[src/verilog/seifc_pkg.sv]
// Constants, types and helpers shared by the serial event and FIFO control block
// Notes on behaviour
// - Legacy bit0 low means something pending
// - Code 0110 line error, cleared reading status
// - Code 0100 receive level, cleared by reading
// - Code 1100 receive timeout after four idle characters
// - Code 0010 transmit low, cleared read or write
// - Code 0000 modem change, cleared reading status
// - Timeout bit only when FIFOs on, top
// - Legacy bits 7:6 show FIFO enable, 5:4 zero
// - Extended view gives one flag per source
// - DMA flag set on count, read clears
// - Other extended flags clear on source acknowledge
// - Extended bit0 receive level or timeout
// - Extended bit1 transmit below threshold or empty
// - Bit2 line errors, reported at FIFO bottom
// - Remote-control mode bit2 overrun or underrun
// - Bit3 modem flag, gated by status select in the infrared modes
// - Bit5 mirrors transmitter fully empty, 7:6 zero
// - Control bit0 enables FIFOs, zero clears them
// - Remote-control mode keeps FIFOs always enabled
// - Control bit1 pulses receiver soft reset
// - Control bit2 pulses transmitter soft reset
// - Control bits 5:4 pick transmit threshold
// - Control bits 7:6 pick receive threshold
// - Reads give events, writes go to control
package seifc_pkg;
	// Buffer shape
	localparam int FIFO_DEPTH  = 8;
	localparam int LEVEL_W     = 4;
	localparam int RX_WORD_W   = 11;
	localparam int TX_WORD_W   = 8;
	// Legacy codes for the low nibble
	localparam logic [3:0] CODE_NONE  = 4'h1;
	localparam logic [3:0] CODE_LINE  = 4'h6;
	localparam logic [3:0] CODE_RXLVL = 4'h4;
	localparam logic [3:0] CODE_RXTO  = 4'hc;
	localparam logic [3:0] CODE_TXLOW = 4'h2;
	localparam logic [3:0] CODE_MODEM = 4'h0;
	// Extended flag positions
	localparam int EXT_RX_LVL   = 0;
	localparam int EXT_TX_LVL   = 1;
	localparam int EXT_LINE     = 2;
	localparam int EXT_MODEM    = 3;
	localparam int EXT_DMA      = 4;
	localparam int EXT_TX_EMPTY = 5;
	// Control field positions
	localparam int FC_FIFO_EN   = 0;
	localparam int FC_RX_SR     = 1;
	localparam int FC_TX_SR     = 2;
	localparam int FC_TX_THR    = 4;
	localparam int FC_RX_THR    = 6;
	// Reset values
	localparam logic [7:0] FC_RESET = 8'h00;
	localparam logic [7:0] EV_RESET = 8'h01;
	// Idle character times before a receive timeout
	localparam logic [2:0] TIMEOUT_CHARS = 3'h4;
	// Threshold tables
	localparam logic [LEVEL_W-1:0] TX_THR_0 = 4'h1;
	localparam logic [LEVEL_W-1:0] TX_THR_1 = 4'h3;
	localparam logic [LEVEL_W-1:0] TX_THR_2 = 4'h9;
	localparam logic [LEVEL_W-1:0] TX_THR_3 = 4'hd;
	localparam logic [LEVEL_W-1:0] RX_THR_0 = 4'h1;
	localparam logic [LEVEL_W-1:0] RX_THR_1 = 4'h4;
	localparam logic [LEVEL_W-1:0] RX_THR_2 = 4'h8;
	localparam logic [LEVEL_W-1:0] RX_THR_3 = 4'he;

	// Operating mode of the channel
	typedef enum logic [1:0] {
		SEIFC_MODE_UART  = 2'h0,
		SEIFC_MODE_SIR   = 2'h1,
		SEIFC_MODE_SHARP = 2'h2,
		SEIFC_MODE_CIR   = 2'h3
	} seifc_mode_t;

	// Received character with its error marks
	typedef struct packed {
		logic       break_detect;
		logic       framing_fault;
		logic       parity_fault;
		logic [7:0] data;
	} seifc_rx_char_t;

	// Host accesses, one-cycle strobes
	typedef struct packed {
		logic       shared_sel;
		logic       rd;
		logic       wr;
		logic [7:0] wdata;
		logic       rxd_rd;
		logic       txd_wr;
		logic [7:0] txd_data;
		logic       lsr_rd;
		logic       msr_rd;
	} seifc_host_t;

	// Decode a two-bit threshold select through a four-entry table
	function automatic logic [LEVEL_W-1:0] seifc_thr(input logic [1:0] sel,
		input logic is_rx);
		logic [LEVEL_W-1:0] t;
		t = '0;
		case (sel)
			2'h0: t = is_rx ? RX_THR_0 : TX_THR_0;
			2'h1: t = is_rx ? RX_THR_1 : TX_THR_1;
			2'h2: t = is_rx ? RX_THR_2 : TX_THR_2;
			default: t = is_rx ? RX_THR_3 : TX_THR_3;
		endcase
		return t;
	endfunction
endpackage
[src/verilog/seifc_core.sv]
// Event identification and FIFO control for one serial/infrared channel
`timescale 1ns/1ps
module seifc_core
	import seifc_pkg::*;
(
	input  wire logic                 sys_clk,
	input  wire logic                 reset,
	input  wire logic                 clk_en,
	input  wire seifc_host_t          host,
	input  wire seifc_mode_t          mode,
	input  wire logic                 extended_mode_select,
	input  wire logic                 ir_status_select,
	input  wire logic                 dma_legacy_used,
	input  wire logic                 dma_tc,
	input  wire logic                 char_tick,
	input  wire logic                 rx_char_valid,
	input  wire seifc_rx_char_t       rx_char,
	output logic                      rx_char_ready,
	input  wire logic                 rx_overrun,
	input  wire logic                 tx_underrun,
	input  wire logic                 tx_shift_empty,
	input  wire logic [3:0]           modem_pins,
	output logic                      tx_accept,
	output logic                      tx_char_valid_reg,
	output logic [7:0]                tx_char_data_reg,
	input  wire logic                 tx_char_ready,
	output logic [7:0]                event_ident_reg,
	output logic [7:0]                rx_data_reg,
	output logic                      rx_soft_reset_reg,
	output logic                      tx_soft_reset_reg,
	output logic                      fifos_on_ind,
	output logic [3:0]                modem_delta_reg
);
	// Control register fields
	logic               fifo_en_reg;      // Written enable
	logic [1:0]         tx_threshold_sel; // Transmit threshold code
	logic [1:0]         rx_threshold_sel; // Receive threshold code
	// Event state
	logic               line_err_reg;     // Sticky line or halt event
	logic               head_seen_reg;    // Head error already reported
	logic               timeout_reg;      // Receive timeout pending
	logic [2:0]         idle_ticks_reg;   // Character times with no activity
	logic               tx_low_pend_reg;  // Legacy transmit-low latch
	logic               tx_cond_q_reg;    // Previous transmit-low condition
	logic               dma_count_event_reg;       // Terminal count seen
	logic               fifos_on_reg;     // Registered copy for the port
	// Modem pin synchronisers and filtered levels
	logic [3:0]         msync1_reg;
	logic [3:0]         msync2_reg;
	logic [3:0]         msync3_reg;
	logic [3:0]         mstable_reg;

	// FIFO side wires
	seifc_rx_char_t     rx_head;
	logic               rx_head_valid;
	logic [LEVEL_W-1:0] rx_level;
	logic [7:0]         tx_head;
	logic               tx_head_valid;
	logic [LEVEL_W-1:0] tx_level;

	// Shared address: read is identification, write is control
	wire ev_rd  = host.shared_sel & host.rd;
	wire fc_wr  = host.shared_sel & host.wr;
	wire is_cir = mode == SEIFC_MODE_CIR;
	// Remote-control mode overrides the written enable
	wire fifos_on = fifo_en_reg | is_cir;
	// Writing enable low flushes, except where it is ignored
	wire fc_clear = fc_wr & ~host.wdata[FC_FIFO_EN] & ~is_cir;
	wire rx_flush = fc_clear | (fc_wr & host.wdata[FC_RX_SR]);
	wire tx_flush = fc_clear | (fc_wr & host.wdata[FC_TX_SR]);
	wire rx_pop   = host.rxd_rd & rx_head_valid;
	wire rx_push  = rx_char_valid & rx_char_ready;
	wire tx_pop   = tx_head_valid & (~tx_char_valid_reg | tx_char_ready);

	// Threshold decode
	wire [LEVEL_W-1:0] tx_thr = seifc_thr(tx_threshold_sel, 1'b0);
	wire [LEVEL_W-1:0] rx_thr = seifc_thr(rx_threshold_sel, 1'b1);

	// Level conditions; disabled FIFOs act as one holding register
	wire rx_level_event = fifos_on ? (rx_level >= rx_thr) : (rx_level != '0);
	wire tx_level_event = fifos_on ? (tx_level < tx_thr) : (tx_level == '0);
	wire tx_empty_event = (tx_level == '0) & ~tx_char_valid_reg & tx_shift_empty;
	wire any_delta      = |modem_delta_reg;
	// Status select masks the modem flag in the infrared modes
	wire modem_event    = (mode == SEIFC_MODE_UART) ? any_delta
		: (any_delta & ~ir_status_select);
	// Errors count once the marked character is at the head
	wire head_err       = rx_head_valid & ~head_seen_reg
		& (rx_head.parity_fault | rx_head.framing_fault | rx_head.break_detect);
	wire line_set       = is_cir ? (rx_overrun | tx_underrun)
		: (rx_overrun | head_err);
	wire to_pend        = timeout_reg & fifos_on;

	// Modem sampling: a change counts once stages two and three agree
	wire [3:0] m_agree  = ~(msync2_reg ^ msync3_reg);
	wire [3:0] m_change = m_agree & (msync3_reg ^ mstable_reg);
	// Bit order cts, dsr, ri, dcd; ri counts only on its rise
	wire [3:0] m_delta_set = {m_change[3], m_change[2] & msync3_reg[2],
		m_change[1], m_change[0]};

	// Legacy priority encoder
	wire [3:0] legacy_code = line_err_reg ? CODE_LINE
		: rx_level_event ? CODE_RXLVL
		: to_pend ? CODE_RXTO
		: tx_low_pend_reg ? CODE_TXLOW
		: modem_event ? CODE_MODEM
		: CODE_NONE;
	wire [7:0] legacy_view = {fifos_on, fifos_on, 2'h0, legacy_code};
	// Extended view, one flag per source
	wire [7:0] ext_view;
	assign ext_view[7:6]          = 2'h0;
	assign ext_view[EXT_TX_EMPTY] = tx_empty_event;
	assign ext_view[EXT_DMA]      = dma_count_event_reg;
	assign ext_view[EXT_MODEM]    = modem_event;
	assign ext_view[EXT_LINE]     = line_err_reg;
	assign ext_view[EXT_TX_LVL]   = tx_level_event;
	assign ext_view[EXT_RX_LVL]   = rx_level_event | to_pend;
	// View picked every cycle
	wire [7:0] view_next = extended_mode_select ? ext_view : legacy_view;
	// Top-of-list transmit source acknowledged by the read
	wire tx_ack = ev_rd & ~extended_mode_select & (event_ident_reg[3:0] == CODE_TXLOW);
	wire tx_rise = tx_level_event & ~tx_cond_q_reg;

	// Receive buffer: holds error marks with each character
	seifc_fifo #(.WIDTH(RX_WORD_W), .DEPTH(FIFO_DEPTH)) u_rx_fifo (
		.sys_clk   (sys_clk),
		.reset     (reset),
		.clk_en    (clk_en),
		.flush     (rx_flush),
		.limit_one (~fifos_on),
		.in_valid  (rx_char_valid),
		.in_data   (rx_char),
		.in_ready  (rx_char_ready),
		.out_valid (rx_head_valid),
		.out_data  (rx_head),
		.out_ready (host.rxd_rd),
		.level     (rx_level)
	);

	// Transmit buffer: host writes fill it, the output stage drains it
	seifc_fifo #(.WIDTH(TX_WORD_W), .DEPTH(FIFO_DEPTH)) u_tx_fifo (
		.sys_clk   (sys_clk),
		.reset     (reset),
		.clk_en    (clk_en),
		.flush     (tx_flush),
		.limit_one (~fifos_on),
		.in_valid  (host.txd_wr),
		.in_data   (host.txd_data),
		.in_ready  (tx_accept),
		.out_valid (tx_head_valid),
		.out_data  (tx_head),
		.out_ready (~tx_char_valid_reg | tx_char_ready),
		.level     (tx_level)
	);

	// Control register; the soft reset bits are one-cycle pulses
	always_ff @(posedge sys_clk)
	begin
		if (reset)
		begin
			fifo_en_reg       <= FC_RESET[FC_FIFO_EN];
			tx_threshold_sel  <= FC_RESET[FC_TX_THR +: 2];
			rx_threshold_sel  <= FC_RESET[FC_RX_THR +: 2];
			rx_soft_reset_reg <= 1'b0;
			tx_soft_reset_reg <= 1'b0;
			fifos_on_reg      <= 1'b0;
		end
		else if (clk_en)
		begin
			// Write only; reads at this address see identification
			if (fc_wr)
			begin
				fifo_en_reg      <= host.wdata[FC_FIFO_EN];
				tx_threshold_sel <= host.wdata[FC_TX_THR +: 2];
				rx_threshold_sel <= host.wdata[FC_RX_THR +: 2];
			end
			rx_soft_reset_reg <= fc_wr & host.wdata[FC_RX_SR];
			tx_soft_reset_reg <= fc_wr & host.wdata[FC_TX_SR];
			fifos_on_reg      <= fifos_on;
		end
	end
	assign fifos_on_ind = fifos_on_reg;

	// Identification register refreshed every enabled cycle; receive data loaded on a pop
	always_ff @(posedge sys_clk)
	begin
		if (reset)
		begin
			event_ident_reg <= EV_RESET;
			rx_data_reg     <= 8'h00;
		end
		else if (clk_en)
		begin
			event_ident_reg <= view_next;
			if (rx_pop)
				rx_data_reg <= rx_head.data;
		end
	end

	// Line event: set wins over the status read
	always_ff @(posedge sys_clk)
	begin
		if (reset)
		begin
			line_err_reg  <= 1'b0;
			head_seen_reg <= 1'b0;
		end
		else if (clk_en)
		begin
			line_err_reg  <= line_set | (line_err_reg & ~host.lsr_rd);
			// A new head needs fresh reporting
			head_seen_reg <= (rx_pop | rx_flush) ? 1'b0 : (head_seen_reg | head_err);
		end
	end

	// Receive timeout; any push or pop restarts the count
	always_ff @(posedge sys_clk)
	begin
		if (reset)
		begin
			idle_ticks_reg <= 3'h0;
			timeout_reg    <= 1'b0;
		end
		else if (clk_en)
		begin
			if (rx_push || rx_pop || rx_flush || !rx_head_valid)
				idle_ticks_reg <= 3'h0;
			else if (char_tick && idle_ticks_reg != TIMEOUT_CHARS)
				idle_ticks_reg <= 3'(idle_ticks_reg + 3'h1);
			// Set on the fourth idle tick, clear on a data read
			// A flush in the same cycle empties the FIFO, so it must not set
			if (rx_head_valid && char_tick && !rx_push && !rx_pop && !rx_flush
				&& idle_ticks_reg == 3'(TIMEOUT_CHARS - 3'h1))
				timeout_reg <= 1'b1;
			else if (rx_pop || rx_flush)
				timeout_reg <= 1'b0;
		end
	end

	// Transmit-low latch for the legacy view and DMA flag
	always_ff @(posedge sys_clk)
	begin
		if (reset)
		begin
			tx_low_pend_reg <= 1'b0;
			tx_cond_q_reg   <= 1'b0;
			dma_count_event_reg      <= 1'b0;
		end
		else if (clk_en)
		begin
			tx_cond_q_reg   <= tx_level_event;
			// New rise beats a same-cycle acknowledge
			tx_low_pend_reg <= tx_rise | (tx_low_pend_reg & ~tx_ack & ~host.txd_wr);
			dma_count_event_reg      <= (dma_tc & dma_legacy_used)
				| (dma_count_event_reg & ~(ev_rd & extended_mode_select));
		end
	end

	// Modem pins cross in through three flops before edge detection
	always_ff @(posedge sys_clk)
	begin
		if (reset)
		begin
			msync1_reg      <= 4'h0;
			msync2_reg      <= 4'h0;
			msync3_reg      <= 4'h0;
			mstable_reg     <= 4'h0;
			modem_delta_reg <= 4'h0;
		end
		else if (clk_en)
		begin
			msync1_reg      <= modem_pins;
			msync2_reg      <= msync1_reg;
			msync3_reg      <= msync2_reg;
			mstable_reg     <= (m_agree & msync3_reg) | (~m_agree & mstable_reg);
			modem_delta_reg <= m_delta_set | (modem_delta_reg & {4{~host.msr_rd}});
		end
	end

	// Output stage toward the transmitter
	always_ff @(posedge sys_clk)
	begin
		if (reset || (clk_en && tx_flush))
		begin
			tx_char_valid_reg <= 1'b0;
			tx_char_data_reg  <= 8'h00;
		end
		else if (clk_en && (!tx_char_valid_reg || tx_char_ready))
		begin
			tx_char_valid_reg <= tx_pop;
			tx_char_data_reg  <= tx_head;
		end
	end

	// Checks; frozen cycles are excluded since all state holds
	property p_idle_code;
		@(posedge sys_clk) disable iff (reset || !clk_en)
		(!extended_mode_select && !line_err_reg && !rx_level_event && !to_pend
			&& !tx_low_pend_reg && !modem_event) |=> event_ident_reg[3:0] == 4'h1;
	endproperty
	a_idle_code: assert property (p_idle_code) else $error("idle code wrong");

	property p_line_top;
		@(posedge sys_clk) disable iff (reset || !clk_en)
		(!extended_mode_select && line_err_reg) |=> event_ident_reg[3:0] == 4'h6;
	endproperty
	a_line_top: assert property (p_line_top) else $error("line code not on top");

	property p_timeout_clear;
		@(posedge sys_clk) disable iff (reset || !clk_en)
		rx_pop |=> !timeout_reg;
	endproperty
	a_timeout_clear: assert property (p_timeout_clear) else $error("timeout kept");

	property p_txd_clears;
		@(posedge sys_clk) disable iff (reset || !clk_en)
		(host.txd_wr && !tx_rise) |=> !tx_low_pend_reg;
	endproperty
	a_txd_clears: assert property (p_txd_clears) else $error("tx low not cleared");

	property p_legacy_top;
		@(posedge sys_clk) disable iff (reset || !clk_en)
		!extended_mode_select |=> event_ident_reg[7:4] == {$past(fifos_on), $past(fifos_on), 2'h0};
	endproperty
	a_legacy_top: assert property (p_legacy_top) else $error("legacy high bits");

	property p_dma_set;
		@(posedge sys_clk) disable iff (reset || !clk_en)
		(dma_tc && dma_legacy_used) |=> dma_count_event_reg ##1 event_ident_reg[4] == $past(extended_mode_select);
	endproperty
	a_dma_set: assert property (p_dma_set) else $error("dma flag missed");

	property p_ext_top;
		@(posedge sys_clk) disable iff (reset || !clk_en)
		extended_mode_select |=> event_ident_reg[7:5] == {2'h0, $past(tx_empty_event)};
	endproperty
	a_ext_top: assert property (p_ext_top) else $error("extended high bits");

	property p_rx_soft;
		@(posedge sys_clk) disable iff (reset || !clk_en)
		(fc_wr && host.wdata[1]) |=> (rx_soft_reset_reg && rx_level == '0);
	endproperty
	a_rx_soft: assert property (p_rx_soft) else $error("rx soft reset failed");

	c_timeout_code: cover property (@(posedge sys_clk) event_ident_reg[3:0] == 4'hc);
	c_dma_flag: cover property (@(posedge sys_clk) extended_mode_select && event_ident_reg[4]);
	c_tx_full: cover property (@(posedge sys_clk) fifos_on && !tx_accept);
	c_cir_halt: cover property (@(posedge sys_clk) is_cir && tx_underrun);
endmodule // seifc_core

[src/verilog/seifc_fifo.sv]
// Synchronous FIFO with valid/ready on both sides and a one-entry mode
`timescale 1ns/1ps
module seifc_fifo
	import seifc_pkg::*;
#(
	parameter int WIDTH = 8,
	parameter int DEPTH = 8
)
(
	input  wire logic                 sys_clk,
	input  wire logic                 reset,
	input  wire logic                 clk_en,
	input  wire logic                 flush,
	input  wire logic                 limit_one,
	input  wire logic                 in_valid,
	input  wire logic [WIDTH-1:0]     in_data,
	output logic                      in_ready,
	output logic                      out_valid,
	output logic [WIDTH-1:0]          out_data,
	input  wire logic                 out_ready,
	output logic [LEVEL_W-1:0]        level
);
	localparam int AW = $clog2(DEPTH);

	logic [WIDTH-1:0]   mem [DEPTH];  // Storage, no reset needed
	logic [AW-1:0]      wr_ptr_reg;   // Next slot to fill
	logic [AW-1:0]      rd_ptr_reg;   // Oldest word
	logic [LEVEL_W-1:0] level_reg;    // Words held
	logic [LEVEL_W-1:0] level_next;
	logic               in_ready_reg; // Registered so the port comes from a flop
	logic               out_valid_reg;

	wire                push = in_valid & in_ready_reg;
	wire                pop  = out_ready & out_valid_reg;
	// Holding-register mode shrinks capacity to one word
	wire [LEVEL_W-1:0]  cap  = limit_one ? LEVEL_W'(1) : LEVEL_W'(DEPTH);

	assign level_next = flush ? '0 : LEVEL_W'(level_reg + LEVEL_W'(push) - LEVEL_W'(pop));
	assign in_ready   = in_ready_reg;
	assign out_valid  = out_valid_reg;
	assign out_data   = mem[rd_ptr_reg];
	assign level      = level_reg;

	// Pointers and flags; flush drops anything pushed in the same cycle
	always_ff @(posedge sys_clk)
	begin
		if (reset)
		begin
			wr_ptr_reg    <= '0;
			rd_ptr_reg    <= '0;
			level_reg     <= '0;
			in_ready_reg  <= 1'b0;
			out_valid_reg <= 1'b0;
		end
		else if (clk_en)
		begin
			wr_ptr_reg    <= flush ? '0 : AW'(wr_ptr_reg + AW'(push));
			rd_ptr_reg    <= flush ? '0 : AW'(rd_ptr_reg + AW'(pop));
			level_reg     <= level_next;
			in_ready_reg  <= level_next < cap;
			out_valid_reg <= level_next != '0;
		end
	end

	// Data store
	always_ff @(posedge sys_clk)
	begin
		if (clk_en && push && !flush)
			mem[wr_ptr_reg] <= in_data;
	end
endmodule // seifc_fifo

[config.mk]
export PLATFORM = sky130hd
export DESIGN_NAME = seifc_core
export DESIGN_NICKNAME = d
export VERILOG_FILES = /design/src/verilog/seifc_pkg.sv /design/src/verilog/seifc_core.sv /design/src/verilog/seifc_fifo.sv
export SDC_FILE = /design/constraint.sdc
export NUM_CORES = 1
export LEC_CHECK = 0
export BUFFER_PORTS_ARGS = -buffer_cell sky130_fd_sc_hd__clkbuf_2
export CAP_MARGIN = 5
export CORE_UTILIZATION = 50
export DETAILED_ROUTE_END_ITERATION = 7
export HOLD_SLACK_MARGIN = 0.06
export PLACE_DENSITY = 0.76
export SKIP_CTS_REPAIR_TIMING = 1
export SYNTH_ARGS = -nofsm -noshare
export SYNTH_HDL_FRONTEND = slang
export SYNTH_SLANG_ARGS = --single-unit
[constraint.sdc]
create_clock -name sys_clk -period 2.75 [get_ports sys_clk]
set_clock_uncertainty 0.15 [all_clocks]
set_input_delay 0.1375 -clock sys_clk [delete_from_list [all_inputs] [get_ports sys_clk]]
set_output_delay 0.1375 -clock sys_clk [all_outputs]
set_load 0.03 [all_outputs]
* Word level (Yosys, flattened, before mapping)
Memory sizes are Yosys's and may differ from the RTL's. A register that Yosys moved wholly into a read port is not among the register bits.
Index checks and enable logic that the tools add are counted.
** Operators by class
- Add/sub/neg operators :: 9
- Magnitude comparators :: 4
- Equality and inequality tests :: 8
- Multiplexer cells :: 30
- Bitwise gates (word level) :: 62
- Reductions and logical operators :: 38
** Operators with widths (number)
- 1-bit AND :: 26
- 3-bit two-way mux :: 8
- 4-bit two-way mux :: 6
- 4-bit case mux with 3 select lines :: 2
- 4-bit AND :: 4
- 1-bit bitwise OR :: 14
- 3-bit by 1-bit adder with 3-bit output :: 4
- 1-bit logical AND :: 12
- 4-bit less-than comparator :: 3
- 1-bit two-way mux :: 12
- 1-bit NOT :: 12
- 4-bit nonzero test :: 3
- 4-bit by 1-bit adder with 4-bit output :: 2
- 8-bit two-way mux :: 1
- 4-bit NOT :: 2
- 4-bit bitwise OR :: 2
- 2-bit AND reduction :: 4
- 4-bit by 1-bit subtractor with 4-bit output :: 2
- 4-bit XOR :: 2
- 2-bit equality test, second input constant :: 3
- 1-bit zero test :: 6
- 2-bit zero test :: 3
- 1-bit logical OR :: 6
- 2-bit by 1-bit equality test with 1-bit output, second input constant :: 2
- other kinds (9) :: 10
** Word-level totals
- Register bits :: 78
- Bits in writable memories :: 152
- Input bits :: 53
- Output and inout bits :: 34
- Memories kept :: 2
** Memory list
- u_rx_fifo.mem :: depth 8, width 11, rd ports 1, clocked after Yosys merged registers in 1, wr ports 1, line seifc_fifo.sv:25 : logic [WIDTH-1:0] mem [DEPTH];
- u_tx_fifo.mem :: depth 8, width 8, rd ports 1, clocked after Yosys merged registers in 1, wr ports 1, line seifc_fifo.sv:25

* Depth between registers and ports, before layout
Gate-level depths: netlist of the first run.
- Depth after elaboration :: 9
- Depth in mapped cells :: 13
- Depth with buffers taken out :: 13

* By module
A second synthesis of the first run with hierarchy kept.
** Second synthesis, totals
- Cells, all modules :: 751
- Area total of the unflattened synthesis :: 10334.9 um2
** By module, submodules not included
- seifc_fifo at u_rx_fifo :: times used 1, cells an instance 229, area each 4239.1 um2, seq. area each 2942.8 um2
- seifc_fifo at u_tx_fifo :: times used 1, cells an instance 197, area each 3320.7 um2, seq. area each 2222.1 um2
- seifc_core :: times used 1, cells an instance 325, area each 2775.2 um2, seq. area each 1221.2 um2

* Worst setup path after synthesis of the first run
OpenSTA, ideal clock, no wires.
- Path kind :: register to register
- From :: register tx_char_valid_reg
- To :: register u_tx_fifo.in_ready_reg (netlist: u_tx_fifo.in_ready)
- Arrival :: 2.375 ns
- Data required time :: 2.530 ns
- Path slack :: 0.155 ns
- Cell stages (with the launch flop) :: 11
- Buffers on the path :: 0
- Cell sequence :: dfxtp_1 nand2b_1 nand2_1 or2_2 nand2_1 ha_1 fa_1 xor2_1 or3_1 a211o_1 a21oi_1
** Between the ends
- Cells in the longest elaborated chain, start to end :: 6
** RTL lines
- start, declared :: line seifc_core.sv:24 : output logic tx_char_valid_reg,
- start signal, assigned :: line seifc_core.sv:290 : tx_char_valid_reg <= tx_pop;
- 1-bit NOT :: line seifc_core.sv:152 : .out_ready (~tx_char_valid_reg | tx_char_ready),
- 1-bit bitwise OR :: line seifc_core.sv:152
- 1-bit AND :: line seifc_fifo.sv:34 : wire pop = out_ready & out_valid_reg;
- 4-bit by 1-bit subtractor with 4-bit output :: line seifc_fifo.sv:38 : assign level_next = flush ? '0 : LEVEL_W'(level_reg + LEVEL_W'(push) - LEVEL_W'(pop));
- 4-bit two-way mux :: line seifc_fifo.sv:38
- 4-bit less-than comparator :: line seifc_fifo.sv:60 : in_ready_reg <= level_next < cap;
- end signal, assigned :: line seifc_fifo.sv:60
- end, declared :: line seifc_fifo.sv:30 : logic in_ready_reg;
No other way between the ends.
A chain may end at the register's enable or synchronous reset.

* Final worst setup path of the first run
- From :: register u_rx_fifo.out_valid_reg (netlist: u_rx_fifo.out_valid)
- To :: register u_rx_fifo.in_ready_reg (netlist: u_rx_fifo.in_ready)
** Between the ends
- Cells in the longest elaborated chain, start to end :: 4
** RTL lines
- start, declared :: line seifc_fifo.sv:31 : logic out_valid_reg;
- start signal, assigned :: line seifc_fifo.sv:53 : out_valid_reg <= 1'b0;
- start signal, assigned :: line seifc_fifo.sv:61 : out_valid_reg <= level_next != '0;
- 1-bit AND :: line seifc_fifo.sv:34
- 4-bit by 1-bit subtractor with 4-bit output :: line seifc_fifo.sv:38
- 4-bit two-way mux :: line seifc_fifo.sv:38
- 4-bit less-than comparator :: line seifc_fifo.sv:60
- end signal, assigned :: line seifc_fifo.sv:60
- end, declared :: line seifc_fifo.sv:30
No other way between the ends.

==> results by stage, run 1 <==
Yosys:
- Summing the sequential cell areas from Yosys gives 64.7% of the chip area.
- The share of synthesized area in the top cell type comes to 46.7%.
- A synthesized cell averages 13.6 sq um.
- The synthesized-area fraction occupied by xor and xnor cells is 0.537%.
- The fraction of the mapped netlist area in compound gates is 8.17%.
- Counting flops with a built-in enable in the synthesized netlist gives 152.
- Synthesis produced a netlist with a net count of 805.
- After technology mapping, the gate count stands at 721.
- The portion of netlist area occupied by mux cells is 10.6%.
- Summing the areas of all and, or, nand and nor instances in the mapped netlist gives 9.36% of the synthesized area.
- Summing every instance area after synthesis gives 9780 sq um.
- For this run, the number of Yosys warnings is 0.
- The cell type with the highest aggregate area in the netlist is sky130_fd_sc_hd__edfxtp_1.
- The share of synthesized flip-flops with an asynchronous set or reset is 0%.
- The count of different cell masters after synthesis is 53.
- Ranked by total cell area, the synthesized netlist is headed by sky130_fd_sc_hd__edfxtp_1 (47%), sky130_fd_sc_hd__dfxtp_1 (18%), sky130_fd_sc_hd__mux4_2 (7.4%).
- In the synthesized netlist the dominant register cell turns out to be sky130_fd_sc_hd__edfxtp_1.
- In this run, synthesis produced a sequential element count of 240.
- Of the total synthesized cell area, the portion taken by full adders, half adders and majority gates is 4.12%.
- The main combinational cell family by area after synthesis is multiplexers.

Setup path:
- The source of the critical timing path is u_rx_fifo.out_valid.
- The kind of cell adding the most delay to the critical path is adder cells.
- The delay of the slowest cell on the worst path is 380 ps.
- The standard cell with the maximum stage delay on the critical path is sky130_fd_sc_hd__fa_1.
- In this run the critical register-to-register path is captured at u_rx_fifo.in_ready.
- Following the worst setup path forward leads to its endpoint at u_rx_fifo.in_ready.
- Data arrives at the worst endpoint at 2860 ps.
- Measured in cells, the most critical reg-to-reg path has a length of 9.
- The beginning of the worst register-to-register path is u_rx_fifo.out_valid.
- The worst setup path is of the reg2reg kind.
- The category of the worst setup path launch point is a flop.
- Counting buffers and inverters, the worst setup path is 9 cells deep.
- The highest fanout seen on the critical path is 4.
- STA classifies the critical path endpoint as a flop.
- The critical path goes through and2_4 > ha_1 > inv_1 > ha_1 > fa_1 > xor2_1 > or3_1 > a211o_1 > a21oi_1.
- The setup slack of the most critical reg-to-reg path is 180 ps.
- The cell that appears most often on the critical path is sky130_fd_sc_hd__ha_1.
- The required time reported for the critical path endpoint is 3040 ps.
- The number of buffers and inverters on the critical path is 1.

GRT:
- The first global-routing pass estimated 31100 um of wire.
- Entering global routing, the biggest net connects 40 pins.
- The number of antenna violations at the first check in global routing is 1.
- Summed over all layers, the global routing overflow is 0.
- The total routing usage reported by global routing is 19.9%.
- The number of global-route vias before repair was 6004.

Layout:
- Counting flops per register, the top entry is u_rx_fifo.mem.
- The flip-flop count of the largest register, all copies and words added is 88.
- The layout-stage area growth over the synthesis result is 22.1%.
- In the layout the commonest cells are sky130_fd_sc_hd__edfxtp_1 (152), sky130_fd_sc_hd__dfxtp_1 (88), sky130_fd_sc_hd__clkbuf_2 (85), sky130_fd_sc_hd__nor2_1 (63), sky130_fd_sc_hd__nand2_1 (60).
- After the last flow step, the layout net total stands at 966.
- The area of all placed cells without fillers is 11900 sq um.
- The largest registers in the layout are u_rx_fifo.mem x88, u_tx_fifo.mem x64.
- The layout has 1410 filler cells.
- The multi-input combinational cells in the finished layout cover a total of 3230 sq um.
- The commonest non-fill, non-tap cell in the layout is sky130_fd_sc_hd__edfxtp_1.
- The post-route netlist has 22.0% of its cells at a drive strength greater than 1.
- The sequential cells in the finished layout cover a total of 6330 sq um.

Timing:
- The worst max-slew margin expressed relative to the limit is 44.9%.
- The number of max-slew violations in the final report came to 0.
- The number of hold violations in the final report is 0.
- The total negative slack is 0 ps.
- Setup repair after global routing left no endpoint under its margin.
- The share of the cycle needed by the critical path after routing is 93.4%.
- Setup violations remaining at the end of the flow were counted as 0.
- After layout, the minimum clock period comes to 2570 ps.
- The highest attainable clock frequency is 389 MHz.
- At the pin with the least slew margin, the transition time is 816 ps.

Place:
- Detailed placement ended at an HPWL of 12600 um.
- Buffers placed on the I/O ports in this run total 85.
- After detailed placement, the total cell area comes to 10600 sq um.
- The final estimated routing congestion in global placement is 0.805.

Run:
- The number of max-cap violations is 0.

Clock network:
- The maximum level of the CTS H-tree is 1.
- The number of buffers created by CTS is 25.
- The cell at the root of the clock tree is sky130_fd_sc_hd__clkbuf_16.
- The TritonCTS sink count is 240.
- The TritonCTS clock tree is done.
- The clock transition at the registers of the reported paths is 60 ps.
- The clock latency at the later pin of the worst-skew pair is 510 ps.
- The clock passes through at most 3 buffers.

Run status:
- The flow ran to the end, and the final reports show no timing, DRC or antenna violations.

Drt:
- The met2 wire length is 10400 um.
- The highest routed metal layer is met4.
- In the final routed layout, each cell accounts on average for 17.5 um.
- The first detailed-routing pass ran for 5 iterations.
- The final layout contains routed wiring with a total length of 20300 um.
- The routed length on met3 is 951 um.
- The routed length on met1 is 8470 um.
- For this block, the initial DRC count from the detailed router was 473.
- After detailed routing, the number of vias per cell comes to 5.46.
- The total number of vias is 6335.
- The remaining routing DRC violations is 0.
- The number of antenna-violating nets in the routed design is 0.

Floorplanning:
- The placeable core area is 19000 sq um.
- For this configuration, the core starts out at a cell density of 51.6%.
- The horizontal extent of the die is 142 um.
- During I/O placement, the number of pins put on the boundary was 87.
- After floorplanning, the core was divided into 50 placement rows.
- The die is 142 um tall.
- The area of the die is 20100 sq um.

Power and ir drop:
- The total power draw is 8.66 mW.
- Across the VDD grid, the largest voltage drop is 0.554 mV.
- The static leakage is 4.38 nW.
- Power spread over the standard cell area amounts to 725 nW/um^2.

Hold path:
- The tightest min-delay check is of the in2reg type.
==> cells in the mapped netlist (6+ instances only) <==
cell and instances:
sky130_fd_sc_hd__a211oi_1 10, sky130_fd_sc_hd__a21o_1 6, sky130_fd_sc_hd__a21oi_1 44, sky130_fd_sc_hd__and2_1 8, sky130_fd_sc_hd__buf_2 11, sky130_fd_sc_hd__clkbuf_1 15
sky130_fd_sc_hd__dfxtp_1 88, sky130_fd_sc_hd__edfxtp_1 152, sky130_fd_sc_hd__ha_1 29, sky130_fd_sc_hd__inv_1 20, sky130_fd_sc_hd__mux2i_1 32, sky130_fd_sc_hd__mux4_2 32
sky130_fd_sc_hd__nand2_1 60, sky130_fd_sc_hd__nand2b_1 6, sky130_fd_sc_hd__nand3_1 24, sky130_fd_sc_hd__nand3b_1 7, sky130_fd_sc_hd__nor2_1 63, sky130_fd_sc_hd__nor3_1 11
sky130_fd_sc_hd__o211ai_1 7, sky130_fd_sc_hd__o21ai_0 23, sky130_fd_sc_hd__o31ai_1 6, sky130_fd_sc_hd__xor2_1 6
==> area by class of cell <==
type                            count  share of cell area [%]
Antenna cell                        1                  0.0210
Clock buffer                       29                    5.53
Clock inverter                     16                    1.10
Inverter                           21                   0.660
Multi-Input combinational cell    425                    27.0
Sequential cell                   240                    53.0
Tap cell                          260                    2.72
Timing Repair Buffer              169                    9.95
==> tightest hold or removal path: cells and delay by family <==
kind | cells | cell delay (ps)
compound gates | 1 | 50
buf+inv | 2 | 390
simple gates | 1 | 100
==> layer usage <==
metal	vias to the layer above	global-route usage, %
li1	3036	-
met1	3126	25.3
met2	141	34.9
met3	32	3.95
met4	0	4.70
met5	-	0
==> cells by family after synthesis <==
family                     count (synthesis)
adders and majority gates                 31
xor gates and xnor gates                   6
muxes                                     64
and+or+nand+nor                          199
AOI/OAI and AO/OA                        125
DFF                                      240
buffers and inverters                     56
==> per-stage QoR <==
step | cells | hold slack, ps | worst slack (ps) | utilization [%]
CTS | 1106 | -301 | 91.8 | 60.1
floorplan | 721 | 86.4 | 155 | -
global placement | 1061 | 225 | 204 | 55.9
detailed placement | 1061 | 233 | 111 | 55.9
finish | 1161 | 73.1 | 182 | 63.0
global route | 1161 | 81.3 | 24.6 | 63.0
==> report_power, final <==
| group | switching (mW) | leakage (nW) | internal (mW) |
|---|---|---|---|
| sequential | 0.0968 | 2.08 | 3.96 |
| clock | 1.33 | 0.385 | 1.90 |
| combinational | 0.740 | 1.92 | 0.631 |
| total | 2.17 | 4.38 | 6.50 |
==> how the worst min path moves through the flow <==
stage          slack [ps]     startpoint  depth (start not counted)                  end
6_report               70         clk_en                          4   u_rx_fifo.level[0]
5_1_grt                80         clk_en                          3          timeout_reg
4_1_cts              -300       host[16]                          3  tx_threshold_sel[0]
3_5_place_dp          230  modem_pins[2]                          3        msync1_reg[2]
3_3_place_gp          230       host[17]                          3  tx_threshold_sel[1]
2_1_floorplan          90     rx_char[0]                          0  u_rx_fifo.mem[0][0]
Power figures use the tool's default switching activity.
==> inputs of run 2 (changes only) <==
BUFFER_PORTS_ARGS = unset   (was -buffer_cell sky130_fd_sc_hd__clkbuf_2)
DONT_BUFFER_PORTS = 1   (was unset)
PLACE_DENSITY = 0.72   (was 0.76)
==> results by stage, run 2 (synthesized netlist as in run 1, its figures left out) <==
Clock network:
- The tree is rooted in a sky130_fd_sc_hd__clkbuf_16.
- The number of buffers created by CTS is 25 (unchanged).
- The clock transition at the registers of the reported paths was 60 ps (about the same).
- The maximum level of the CTS H-tree is 1 (unchanged).
- The clock latency at the later pin of the worst-skew pair came to 520 ps (about the same).
- The maximum count of clock buffers along a single path is 3 (unchanged).
- The TritonCTS sink count is 240 (unchanged).
- TritonCTS built the clock tree.

Layout:
- The total number of nets in the final design is 944 (-2.3%).
- The share of post-route cells with drive strength above 1 is 12.3% (-9.7 points).
- In the layout the commonest cells are sky130_fd_sc_hd__edfxtp_1 (152), sky130_fd_sc_hd__dlygate4sd3_1 (114), sky130_fd_sc_hd__dfxtp_1 (88), sky130_fd_sc_hd__nor2_1 (63), sky130_fd_sc_hd__nand2_1 (60).
- The largest registers in the layout are u_rx_fifo.mem x88, u_tx_fifo.mem x64.
- The flip-flop count of the largest register, all copies and words added is 88 (unchanged).
- The library cell used most frequently in the layout, excluding fill and tap cells, is sky130_fd_sc_hd__edfxtp_1.
- From synthesis to final layout, the design area changed by 23.9%.
- The register with the most flip-flops is u_rx_fifo.mem.
- The share of the core filled with cells in the final layout is 63.9% (+0.94 points).

GRT:
- The maximum number of pins on one net before global-route repair came to 70 (+75%).
- The wire length of the first global-routing pass is 30500 um (-1.7%).
- The number of global-route vias before repair came to 6063 (+0.98%).
- The number of antenna violations at the first check in global routing was 2 (+1).
- The total routing usage reported by global routing is 19.6% (-0.31 points).
- The residual overflow from global routing was 0 (unchanged).

Hold path:
- The class of the most critical hold timing path is in2reg.
- The worst hold path cell count is 3 (-1).
- The worst hold path begins at clk_en.
- For hold timing, the worst endpoint is u_tx_fifo.in_ready.

Timing:
- The number of hold violations in the final report is 0 (unchanged).
- The final period demand of the worst path came to 2650 ps (+78.3 ps).
- Setup repair after global routing could not meet its margin everywhere.
- The share of the cycle needed by the critical path after routing was 96.2% (+2.8 points).
- The final-report setup violation count was 0 (unchanged).
- The slew at the pin with the worst max-slew slack came to 608 ps (-207 ps).
- The worst max-slew margin expressed relative to the limit is 59.4% (+14 points).
- The highest attainable clock frequency was 378 MHz (-3.0%).
- The number of max-slew violations in the final report is 0 (unchanged).

Floorplanning:
- The floorplan die height is 142 um (unchanged).
- The initial cell density of the core is 51.6% (unchanged).
- The number of placement rows came to 50 (unchanged).
- The area of the die was 20100 sq um (unchanged).
- The placeable core area is 19000 sq um (unchanged).
- The horizontal extent of the die was 142 um (unchanged).
- The I/O pin count is 87 (unchanged).

Power and ir drop:
- The power per standard cell area was 717 nW/um^2 (-1.1%).
- The total power draw came to 8.70 mW (+0.38%).
- The static leakage is 4.28 nW (-2.3%).
- The maximum resistive drop on vdd came to 0.550 mV (-0.75%).

Drt:
- The number of detailed-routing iterations run before antenna repair was 5 (unchanged).
- The per-cell routed wire length was 18.4 um (+5.2%).
- The number of antenna-violating nets in the routed design is 0 (unchanged).
- The remaining routing DRC violations was 0 (unchanged).
- The detailed-route wire length came to 20900 um (+3.2%).
- The violation count after the first detailed-routing iteration is 485 (+2.5%).
- The via-per-instance ratio came to 5.54 (+1.6%).
- The total number of vias is 6312 (-0.36%).

Setup path:
- The category of the worst setup path launch point is a flop.
- The most common cell type on the critical path is sky130_fd_sc_hd__a21oi_1.
- STA classifies the critical path endpoint as a flop.
- The delay of the slowest cell on the worst path is 320 ps (-60 ps).
- In this run the critical register-to-register path is launched from tx_char_valid_reg.
- The highest fanout seen on the critical path is 3 (-1).
- The critical path goes through nand2b_1 > nand2_1 > or2_2 > ha_1 > a21o_1 > a21oi_1 > xor2_1 > and2_1 > ha_1 > nor3_2 > a21oi_1 > a21oi_1.
- The required time reported for the critical path endpoint is 3040 ps (about the same).
- The data arrival time of the critical path was 2930 ps (+70 ps).
- By startpoint and endpoint, the worst setup path is classified as reg2reg.
- The worst register-to-register path ends at u_tx_fifo.in_ready.
- The standard cell with the maximum stage delay on the critical path is sky130_fd_sc_hd__or2_2.
- The setup slack of the most critical reg-to-reg path is 100 ps (-80 ps).
- The worst reg2reg path depth is 12 (+3).

Place:
- The final HPWL from detailed placement came to 12300 um (-2.0%).
- The number of buffers added on ports came to 0 (-100%).
- The final estimated routing congestion in global placement is 0.799 (-0.63%).

Run status:
- The flow ran to the end, and the final reports show no timing, DRC or antenna violations.

Run:
- The number of max-cap violations came to 0 (unchanged).
run 2: changes by cell type in the layout (fill, tap and decap cells not counted), sizes merged:
cell,before,now
buf,31,33
clkbuf,114,28
inv,21,23
dlygate4sd3,53,114
diode,1,2
clkinvlp,3,1
run 2: worst max-delay path by stage:
stage	startpoint	to	slack, ps	cells after the start
2_1_floorplan	tx_char_valid_reg	u_tx_fifo.in_ready	150	10
3_3_place_gp	u_rx_fifo.out_valid	u_rx_fifo.in_ready	210	9
3_5_place_dp	u_rx_fifo.out_valid	u_rx_fifo.in_ready	130	9
4_1_cts	tx_char_valid_reg	u_tx_fifo.in_ready	120	12
5_1_grt	tx_char_valid_reg	u_tx_fifo.in_ready	-130	12
6_report	tx_char_valid_reg	u_tx_fifo.in_ready	100	12
run 2: final cells by class:
type,instances,area [sq um]
diodes,2,5.00
clock buffers,28,637
clock inverters,16,128
well taps,260,325
repair buffers,147,1400
flip-flops and latches,240,6330
multi-input cells,425,3220
fillers,1342,6840
inverters,21,78.8
run 2: per-layer routing:
layer  routed length (um)  vias up  track usage [%]
met5                    0        -                0
met4                  463        0             4.87
met1                 8710     3140             23.8
met2                10900      138             35.7
met3                  821       36             3.68
li1                     -     2998                -
run 2: per-stage QoR:
step / area [sq um] / TNS (ps) / cells / setup WS, ps / hold slack [ps]
after detailed placement: 10200 / 0 / 975 / 134 / 65.5
final: 12100 / 0 / 1139 / 103 / 45.0
after global placement: 10200 / 0 / 975 / 214 / 61.6
after floorplan: 9780 / 0 / 721 / 155 / 86.4
after CTS: 10900 / 0 / 1019 / 117 / -479
after global routing: 12100 / -219 / 1139 / -135 / 75.5
run 2: worst max-delay path, delay by kind of cell (launching register included):
| family | cells | cell delay (ps) |
|---|---|---|
| flip-flops | 1 | 310 |
| adder cells (fa/ha/maj) | 2 | 530 |
| XOR/XNOR | 1 | 250 |
| AND/OR/NAND/NOR | 5 | 800 |
| AO/OA/AOI/OAI | 4 | 540 |
run 2: power breakdown:
part | leakage (nW) | switching (mW) | internal (mW) | total (mW)
clock | 0.373 | 1.30 | 1.84 | 3.15
sequential | 2.08 | 0.162 | 3.97 | 4.13
combinational | 1.83 | 0.696 | 0.725 | 1.42
total | 4.28 | 2.16 | 6.53 | 8.70
